[src/hw/apsc_pkg.sv]
`default_nettype none
package apsc_pkg;
  localparam int ADDR_W        = 20;
  localparam int DATA_W        = 16;
  localparam int CLK_NS        = 25;
  localparam int PWRUP_US      = 200;
  localparam int SLEEP_US_X10  = 5;    // 0.5 us suspend
  localparam int CYC_NS        = 70;   // fast grade cycle time
  localparam int WP_NS         = 50;   // fast grade write pulse
  localparam int ACC_NS        = 70;   // fast grade address access
  localparam int MAX_WR_RUN    = 50;
  localparam int DUMMY_READS   = 2;
  localparam int PWRUP_CYC     = (PWRUP_US * 1000 + CLK_NS - 1) / CLK_NS;
  localparam int SLEEP_CYC     = (SLEEP_US_X10 * 100 + CLK_NS - 1) / CLK_NS;
  localparam int CYC_CYC       = (CYC_NS + CLK_NS - 1) / CLK_NS;
  localparam int WP_CYC        = (WP_NS + CLK_NS - 1) / CLK_NS;
  localparam int ACC_CYC       = (ACC_NS + CLK_NS - 1) / CLK_NS + 1;
  typedef enum logic [2:0] {
    APSC_WAIT  = 3'b000,
    APSC_DUMMY = 3'b001,
    APSC_IDLE  = 3'b011,
    APSC_RD    = 3'b010,
    APSC_WR    = 3'b110,
    APSC_REC   = 3'b111,
    APSC_SLEEP = 3'b101
  } apsc_state_type;
endpackage
`default_nettype wire

[src/hw/apsc_ctrl.sv]
`timescale 1ns/1ps
`default_nettype none
// ****************************************
// host controller for the pseudo sram
// ****************************************
module apsc_ctrl
  import apsc_pkg::*;
#(
  parameter int PWRUP_CYCLES = apsc_pkg::PWRUP_CYC,
  parameter int FIFO_DEPTH   = 8
) (
  // clock and reset
  input  wire logic                         clock,
  input  wire logic                         nrst,
  // user request: write flag, lane enables (upper,lower), address, data
  input  wire logic                         req_valid,
  output logic                              req_ready,
  input  wire logic                         req_write,
  input  wire logic [1:0]                   req_lanes,
  input  wire logic [apsc_pkg::ADDR_W-1:0]  req_addr,
  input  wire logic [apsc_pkg::DATA_W-1:0]  req_wdata,
  // user power control and status
  input  wire logic                         sleep_req,
  output logic                              mem_ready,
  // read answer
  output logic                              rd_valid,
  output logic [apsc_pkg::DATA_W-1:0]       rd_data,
  // memory pins
  output logic                              chip_select_n,
  output logic                              output_enable_n,
  output logic                              write_enable_n,
  output logic                              upper_lane_select_n,
  output logic                              lower_lane_select_n,
  output logic                              deep_sleep_n,
  output logic [apsc_pkg::ADDR_W-1:0]       addr_bus,
  input  wire logic [apsc_pkg::DATA_W-1:0]  data_bus_in,
  output logic [apsc_pkg::DATA_W-1:0]       data_bus_out,
  output logic                              data_bus_oe
);
  localparam int RW  = 1 + 2 + ADDR_W + DATA_W;
  localparam int CW  = 24;
  initial begin
    if (PWRUP_CYCLES < 1 || PWRUP_CYCLES >= (1 << CW)) $error("bad power-up count");
  end
  logic            f_valid, f_ready;
  logic [RW-1:0]   f_data;
  // ****************************************
  // request buffer
  // ****************************************
  apsc_fifo #(.WIDTH(RW), .DEPTH(FIFO_DEPTH)) u_fifo (
    .clock     (clock),
    .nrst      (nrst),
    .in_valid  (req_valid),
    .in_ready  (req_ready),
    .in_data   ({req_write, req_lanes, req_addr, req_wdata}),
    .out_valid (f_valid),
    .out_ready (f_ready),
    .out_data  (f_data)
  );
  apsc_state_type        state_reg, state_next;
  logic [CW-1:0]         cnt_reg, cnt_next;
  logic [1:0]            dummy_reg, dummy_next;
  logic [5:0]            run_reg, run_next;
  logic                  wr_reg, wr_next;
  logic [1:0]            lanes_reg, lanes_next;
  logic [ADDR_W-1:0]     addr_reg, addr_next;
  logic [DATA_W-1:0]     wdat_reg, wdat_next, rdat_reg, rdat_next;
  logic                  rdv_reg, rdv_next;
  // ****************************************
  // sequencer
  // ****************************************
  always_comb begin
    state_next = state_reg;
    cnt_next   = cnt_reg;
    dummy_next = dummy_reg;
    run_next   = run_reg;
    wr_next    = wr_reg;
    lanes_next = lanes_reg;
    addr_next  = addr_reg;
    wdat_next  = wdat_reg;
    rdat_next  = rdat_reg;
    rdv_next   = 1'b0;
    f_ready    = 1'b0;
    case (state_reg)
      // power-up wait, counted from the first edge out of reset
      // dummy reads used, longer wait not needed
      APSC_WAIT: begin
        if (cnt_reg >= CW'(PWRUP_CYCLES)) begin
          state_next = APSC_DUMMY;
          cnt_next   = '0;
          dummy_next = '0;
        end else
          cnt_next = cnt_reg + 1'b1;
      end
      // two dummy reads, each a full cycle
      APSC_DUMMY: begin
        if (cnt_reg >= CW'(CYC_CYC - 1)) begin
          cnt_next   = '0;
          dummy_next = dummy_reg + 1'b1;
          state_next = APSC_REC;  // chip select released between dummy reads
        end else
          cnt_next = cnt_reg + 1'b1;
      end
      APSC_IDLE: begin
        cnt_next = '0;
        if (sleep_req) begin
          state_next = APSC_SLEEP;
        end else if (f_valid) begin
          f_ready    = 1'b1;
          {wr_next, lanes_next, addr_next, wdat_next} = f_data;
          if (f_data[RW-1]) begin
            run_next   = (run_reg == 6'(MAX_WR_RUN)) ? 6'd1 : run_reg + 1'b1;
            state_next = APSC_WR;
          end else begin
            run_next   = '0;
            state_next = APSC_RD;
          end
        end
      end
      APSC_RD: begin
        if (cnt_reg >= CW'(ACC_CYC - 1)) begin
          rdat_next  = data_bus_in;
          rdv_next   = 1'b1;
          state_next = APSC_REC;
          cnt_next   = '0;
        end else
          cnt_next = cnt_reg + 1'b1;
      end
      APSC_WR: begin
        if (cnt_reg >= CW'(WP_CYC - 1)) begin
          state_next = APSC_REC;
          cnt_next   = '0;
        end else
          cnt_next = cnt_reg + 1'b1;
      end
      // recovery with chip deselected; CYC_CYC cycles after every access, also after a write-run limit
      APSC_REC: begin
        if (cnt_reg >= CW'(CYC_CYC - 1)) begin
          // next dummy read until all are done
          state_next = (dummy_reg == 2'(DUMMY_READS)) ? APSC_IDLE : APSC_DUMMY;
          cnt_next   = '0;
        end else
          cnt_next = cnt_reg + 1'b1;
      end
      // suspend period, data lost, rewake on release
      APSC_SLEEP: begin
        if (cnt_reg < CW'(SLEEP_CYC)) cnt_next = cnt_reg + 1'b1;
        else if (!sleep_req) begin
          state_next = APSC_WAIT;
          cnt_next   = '0;
        end
      end
      default: state_next = APSC_WAIT;
    endcase
  end
  // state registers
  always_ff @(posedge clock) begin
    if (!nrst) begin
      state_reg <= APSC_WAIT;
      cnt_reg   <= '0;
      dummy_reg <= '0;
      run_reg   <= '0;
      wr_reg    <= 1'b0;
      lanes_reg <= '0;
      addr_reg  <= '0;
      wdat_reg  <= '0;
      rdat_reg  <= '0;
      rdv_reg   <= 1'b0;
    end else begin
      state_reg <= state_next;
      cnt_reg   <= cnt_next;
      dummy_reg <= dummy_next;
      run_reg   <= run_next;
      wr_reg    <= wr_next;
      lanes_reg <= lanes_next;
      addr_reg  <= addr_next;
      wdat_reg  <= wdat_next;
      rdat_reg  <= rdat_next;
      rdv_reg   <= rdv_next;
    end
  end
  // ****************************************
  // pin drive
  // ****************************************
  // all pins at firm levels; lane selects
  always_comb begin
    chip_select_n       = !(state_reg == APSC_RD || state_reg == APSC_WR
                            || state_reg == APSC_DUMMY);
    output_enable_n     = !(state_reg == APSC_RD || state_reg == APSC_DUMMY);
    write_enable_n      = !(state_reg == APSC_WR);
    upper_lane_select_n = (state_reg == APSC_DUMMY) ? 1'b0 : !lanes_reg[1];
    lower_lane_select_n = (state_reg == APSC_DUMMY) ? 1'b0 : !lanes_reg[0];
    deep_sleep_n        = !(state_reg == APSC_SLEEP);
    addr_bus            = addr_reg;
    data_bus_out        = wdat_reg;
    data_bus_oe         = (state_reg == APSC_WR);
    mem_ready           = (state_reg == APSC_IDLE);
    rd_valid            = rdv_reg;
    rd_data             = rdat_reg;
  end
  // ****************************************
  // checks
  // ****************************************
  logic [CW-1:0] hi_cnt_reg, hi_cnt_next;
  // chip-select high time, saturating
  always_comb begin
    hi_cnt_next = hi_cnt_reg;
    if (!chip_select_n) begin
      hi_cnt_next = '0;
    end else if (hi_cnt_reg != '1) begin
      hi_cnt_next = hi_cnt_reg + 1'b1;
    end
  end
  // chip-select high time register
  always_ff @(posedge clock) begin
    if (!nrst) begin
      hi_cnt_reg <= '0;
    end else begin
      hi_cnt_reg <= hi_cnt_next;
    end
  end
  // first dummy read only after the full wait
  a_wake_wait_cs: assert property (@(posedge clock) disable iff (!nrst)
    $fell(chip_select_n) && dummy_reg == 2'd0 |-> hi_cnt_reg >= CW'(PWRUP_CYCLES))
    else $error("chip select low before power-up wait ended");
  a_pulse_width_min: assert property (@(posedge clock) disable iff (!nrst)
    $fell(write_enable_n) |-> !write_enable_n [*2])
    else $error("write pulse too short");
  a_read_cycle_len: assert property (@(posedge clock) disable iff (!nrst)
    (state_reg == APSC_IDLE && $past(state_reg) == APSC_IDLE && state_next == APSC_RD)
    |=> !output_enable_n [*3])
    else $error("read cycle too short");
  // bus owned by us on writes
  a_wr_oe_excl: assert property (@(posedge clock) disable iff (!nrst)
    !write_enable_n |-> output_enable_n && data_bus_oe)
    else $error("bus drive conflict on write");
  a_sleep_pins: assert property (@(posedge clock) disable iff (!nrst)
    !deep_sleep_n |-> chip_select_n && !data_bus_oe)
    else $error("activity during deep sleep");
  a_dummy_count: assert property (@(posedge clock) disable iff (!nrst)
    $rose(mem_ready) && $past(state_reg, 2) != APSC_RD && $past(state_reg, 2) != APSC_WR
    |-> dummy_reg == 2'(DUMMY_READS))
    else $error("ready before dummy reads");
  a_run_limit: assert property (@(posedge clock) disable iff (!nrst)
    run_reg <= 6'(MAX_WR_RUN))
    else $error("write run over limit");
  a_rd_sample: assert property (@(posedge clock) disable iff (!nrst)
    $rose(rd_valid) |-> $past(state_reg) == APSC_RD)
    else $error("read data not from read cycle");
  c_word_write: cover property (@(posedge clock) disable iff (!nrst)
    !write_enable_n && !upper_lane_select_n && !lower_lane_select_n);
  c_byte_read: cover property (@(posedge clock) disable iff (!nrst)
    rd_valid && lanes_reg == 2'b01);
  c_sleep_wake: cover property (@(posedge clock) disable iff (!nrst)
    !deep_sleep_n ##1 deep_sleep_n);
  c_fifo_full: cover property (@(posedge clock) disable iff (!nrst) !req_ready);
endmodule
`default_nettype wire

[src/hw/apsc_fifo.sv]
`timescale 1ns/1ps
`default_nettype none
// ****************************************
// small synchronous fifo
// ****************************************
module apsc_fifo #(
  parameter int WIDTH = 37,
  parameter int DEPTH = 8
) (
  // clock and reset
  input  wire logic             clock,
  input  wire logic             nrst,
  // fill side
  input  wire logic             in_valid,
  output logic                  in_ready,
  input  wire logic [WIDTH-1:0] in_data,
  // drain side
  output logic                  out_valid,
  input  wire logic             out_ready,
  output logic [WIDTH-1:0]      out_data
);
  localparam int AW = $clog2(DEPTH);
  initial begin
    if (DEPTH < 2 || (1 << AW) != DEPTH) $error("depth must be a power of two");
  end
  logic [WIDTH-1:0] mem_reg [DEPTH];
  logic [AW:0]      wr_reg, wr_next, rd_reg, rd_next;
  logic             push, pop;
  // pointers and flags
  always_comb begin
    push      = in_valid && in_ready;
    pop       = out_valid && out_ready;
    in_ready  = (wr_reg - rd_reg) != (AW+1)'(DEPTH);
    out_valid = wr_reg != rd_reg;
    out_data  = mem_reg[rd_reg[AW-1:0]];
    wr_next   = push ? wr_reg + 1'b1 : wr_reg;
    rd_next   = pop ? rd_reg + 1'b1 : rd_reg;
  end
  // storage and pointer registers
  always_ff @(posedge clock) begin
    if (push) mem_reg[wr_reg[AW-1:0]] <= in_data;
    if (!nrst) begin
      wr_reg <= '0;
      rd_reg <= '0;
    end else begin
      wr_reg <= wr_next;
      rd_reg <= rd_next;
    end
  end
endmodule
`default_nettype wire

[config.mk]
export PLATFORM = sky130hd
export DESIGN_NAME = apsc_ctrl
export DESIGN_NICKNAME = d
export VERILOG_FILES = /design/src/hw/apsc_pkg.sv /design/src/hw/apsc_ctrl.sv /design/src/hw/apsc_fifo.sv
export SDC_FILE = /design/constraint.sdc
export NUM_CORES = 1
export LEC_CHECK = 0
export BUFFER_PORTS_ARGS = -buffer_cell sky130_fd_sc_hd__buf_2
export CORE_AREA = 2 2 215 217
export DETAILED_ROUTE_END_ITERATION = 16
export DIE_AREA = 0 0 217 219
export GPL_TIMING_DRIVEN = 0
export PLACE_DENSITY = 0.55
export SLEW_MARGIN = 20
export SYNTH_ARGS = -nofsm -noshare
export SYNTH_HDL_FRONTEND = slang
export SYNTH_SLANG_ARGS = --single-unit
[constraint.sdc]
create_clock -name clock -period 6.8 [get_ports clock]
set_clock_uncertainty 0.1 [all_clocks]
set_input_delay 1.02 -clock clock [delete_from_list [all_inputs] [get_ports clock]]
set_output_delay 1.02 -clock clock [all_outputs]
set_load 0.02 [all_outputs]
==> impl_metrics.py <==
metrics = {
    "run_status": {
        "status": "complete, no violations",
    },
    "detailed_routing": {
        "num_vias": 8814,
        "wirelength_um": 36260,
        "drc": 0,
        "dr.pass1.iters": 5,
        "ant_nets": 0,
        "wl_per_cell_um": 20.66,
        "drtIter0Drc": 681,
        "vias_per_cell": 5.022,
    },
    "worst_setup_path": {
        "slowest_stage": "dfxtp_1",
        "path_depth": 7,
        "cpPeakStageDelay_ps": 510,
        "cp-end-kind": "output port",
        "crit_buf_inv": 2,
        "path_cells": "ha_1 -> nor2b_1 -> or4b_1 -> a21oi_1 -> o211a_1 -> inv_2 -> buf_2",
        "critical_path.max_fanout": 9,
        "worst-setup-path-type": "register to output port",
        "crit_family": "simple AND/OR/NAND/NOR gates",
        "reg2reg_depth": 12,
        "startpoint_type": "register",
        "worstPathArrival_ps": 2660,
        "required_ps": 5680,
    },
    "placed_design": {
        "gp_congestion": 0.8078,
        "dp_hpwl_um": 24670,
        "post-place-ws_ps": 3486,
        "portBuffers": 120,
        "place_inst": 1672,
    },
    "synthesis": {
        "yosysSeqAreaShare": 0.7181,
        "ys_seq_elements": 407,
        "avgSynthCellArea_um2": 17.30,
        "netlist_instances": 907,
        "synth_top_cell_area_share": 0.5969,
        "synth_compound_area_frac": 0.03723,
        "netlist_area_um2": 15700,
        "yosys-mux-area-fraction": 0.1515,
        "synth-simple-area-share": 0.06561,
        "yosysTopAreaCell": "edfxtp_1",
        "synth_cell_types": 57,
        "async_flop_share": 0,
        "synth_top_family_by_area": "multiplexers",
        "synth-main-ff-cell": "edfxtp_1",
        "syn-num-nets": 975,
        "synth_edf_count": 312,
        "synth-xor-area-share": 0.002232,
        "yosysWarnings": 0,
        "synth_adder_area_share": 0.007175,
        "synth_area_leaders": "edfxtp_1 60%, dfxtp_1 12%, mux4_2 11%, mux2i_1 3.9%, nor2_1 1.9%",
    },
    "cts": {
        "cts_resized": 0,
        "post_cts_buffers": 0,
        "cts_tree": "done",
        "clock_path_buffers": 3,
        "hold_buffers": 0,
        "cts_max_level": 2,
        "insertion_delay_ps": 560,
        "cts_buffers": 44,
        "root_buffer": "clkbuf_16",
        "clkTransAtPathRegs_ps": 60,
        "cts_sinks": 407,
    },
    "sta": {
        "hold_ws_ps": 391.3,
        "fin_setup_tns_ps": 0,
        "tightest_slew_ps": 949.9,
        "setup_slack_ps": 3017,
        "hold_viol": 0,
        "min_period_ps": 3783,
        "maxSlewViolCount": 0,
        "relSlewSlack": 0.3667,
        "setup_viol": 0,
        "rsz0062_at_grt": "no",
        "fin_crit_sh": 0.5563,
        "clock.fmax_ghz": 0.2643,
    },
    "flow_run": {
        "maxCapViolCount": 0,
    },
    "floorplanning": {
        "ios": 121,
        "core.rowCount": 78,
        "core_area_um2": 45090,
        "die_y_um": 219,
        "die_x_um": 217,
        "dieArea_um2": 47520,
        "initial_core_util": 0.3481,
    },
    "global_routing": {
        "antenna_found_initial": 6,
        "grt-ovfl-total": 0,
        "grt_pass1_wl_um": 55180,
        "grt_pass1_vias": 8960,
        "track_usage": 0.1538,
        "grt_max_degree": 19,
    },
    "power_and_ir_drop": {
        "p_leak_uw": 0.006428,
        "ir_drop_mv": 0.1445,
        "power_density_nw_per_um2": 271.1,
    },
    "finish": {
        "drive_above_1_share": 0.3003,
        "final_common_cell": "edfxtp_1",
        "largest_reg_flops": 312,
        "fin_cells": 1755,
        "nets": 1186,
        "syn_to_final_growth_pct": 20.26,
        "finish.utilization": 0.4186,
        "final_cell_mix": "312 x edfxtp_1, 144 x buf_2, 95 x dfxtp_1, 78 x nor2_1, 78 x mux4_2",
    },
    "worst_hold_path": {
        "hp-class": "register to register",
        "hold_path_depth": 2,
    },
}
==> logic make-up (layout without fill, tap and decap cells) <==
family / after synthesis / in the layout
AO/OA/AOI/OAI: 78 / 78
XOR/XNOR: 4 / 4
adder cells (fa/ha/maj): 9 / 9
buffers and inverters: 65 / 310
flip-flops: 407 / 407
multiplexers: 140 / 140
other: 0 / 3
AND/OR/NAND/NOR: 204 / 204
==> stage by stage <==
stage / power (uW) / area, um2
global route: 5293 / 18870
CTS: 5177 / 18870
floorplan: 2845 / 15700
finish: 5117 / 18880
global placement: 2917 / 17050
detailed placement: 2927 / 17500
==> power by group <==
| group | total (uW) | internal (uW) | switching [uW] | leakage (uW) |
|---|---|---|---|---|
| Clock | 2240 | 1290 | 955 | 0.000657 |
| Sequential | 2730 | 2720 | 12.1 | 0.00360 |
| Combinational | 144 | 55.7 | 88.3 | 0.00217 |
==> final cells by class <==
cell class	instances	area, um2
Fill cell	4093	26210
Sequential cell	407	11270
Multi-Input combinational cell	435	4187
Clock buffer	64	1216
Timing Repair Buffer	165	1012
Tap cell	600	750.7
Buffer	50	227.7
Clock inverter	16	147.6
Inverter	15	56.30
Antenna cell	3	7.507
==> path summary, 6_finish.rpt <==
check                        start                    end  slack, ps
hold reg to reg         rd_data[7]             rd_data[7]        390
setup / recovery  u_fifo.wr_reg[1]              req_ready       3020
setup reg to reg  u_fifo.wr_reg[1]  u_fifo.mem_reg[0][14]       3490
hold / removal          rd_data[7]             rd_data[7]        390
==> worst reg2reg max path, stage by stage (launching register included) <==
cell and delay, ps:
dfxtp_1 510, ha_1 330, nor2b_1 160, o21ai_0 140, a21oi_1 90, o211a_1 280
inv_2 120, nand2_1 150, nor4_2 240, buf_2 280, buf_2 230, buf_4 180
buf_2 210
==> synthesized netlist by cell type (all sizes together), types with 2 or more instances <==
library cell / count
ha: 9
or4: 4
mux4: 78
nor4: 5
dfxtp: 95
o21a: 2
a21oi: 6
nor3: 12
o211ai: 5
nor2: 80
edfxtp: 312
o211a: 2
a31oi: 8
nand2b: 3
mux2i: 61
nand3b: 2
clkbuf: 27
inv: 15
nor2b: 5
and3: 17
buf: 23
nand4: 10
a211oi: 39
xnor2: 3
o21ai: 8
or2: 2
nand4b: 2
nand2: 28
or3: 7
o311a: 2
nand3: 22
==> layer usage <==
metal,track usage,vias to the layer above,routed length (um)
met3,0.03742,59,2331
met5,0,-,63
li1,-,4018,-
met2,0.2526,250,17090
met4,0.03425,10,577
met1,0.2074,4477,16190
Note: power is estimated with default switching activity, not from simulation.
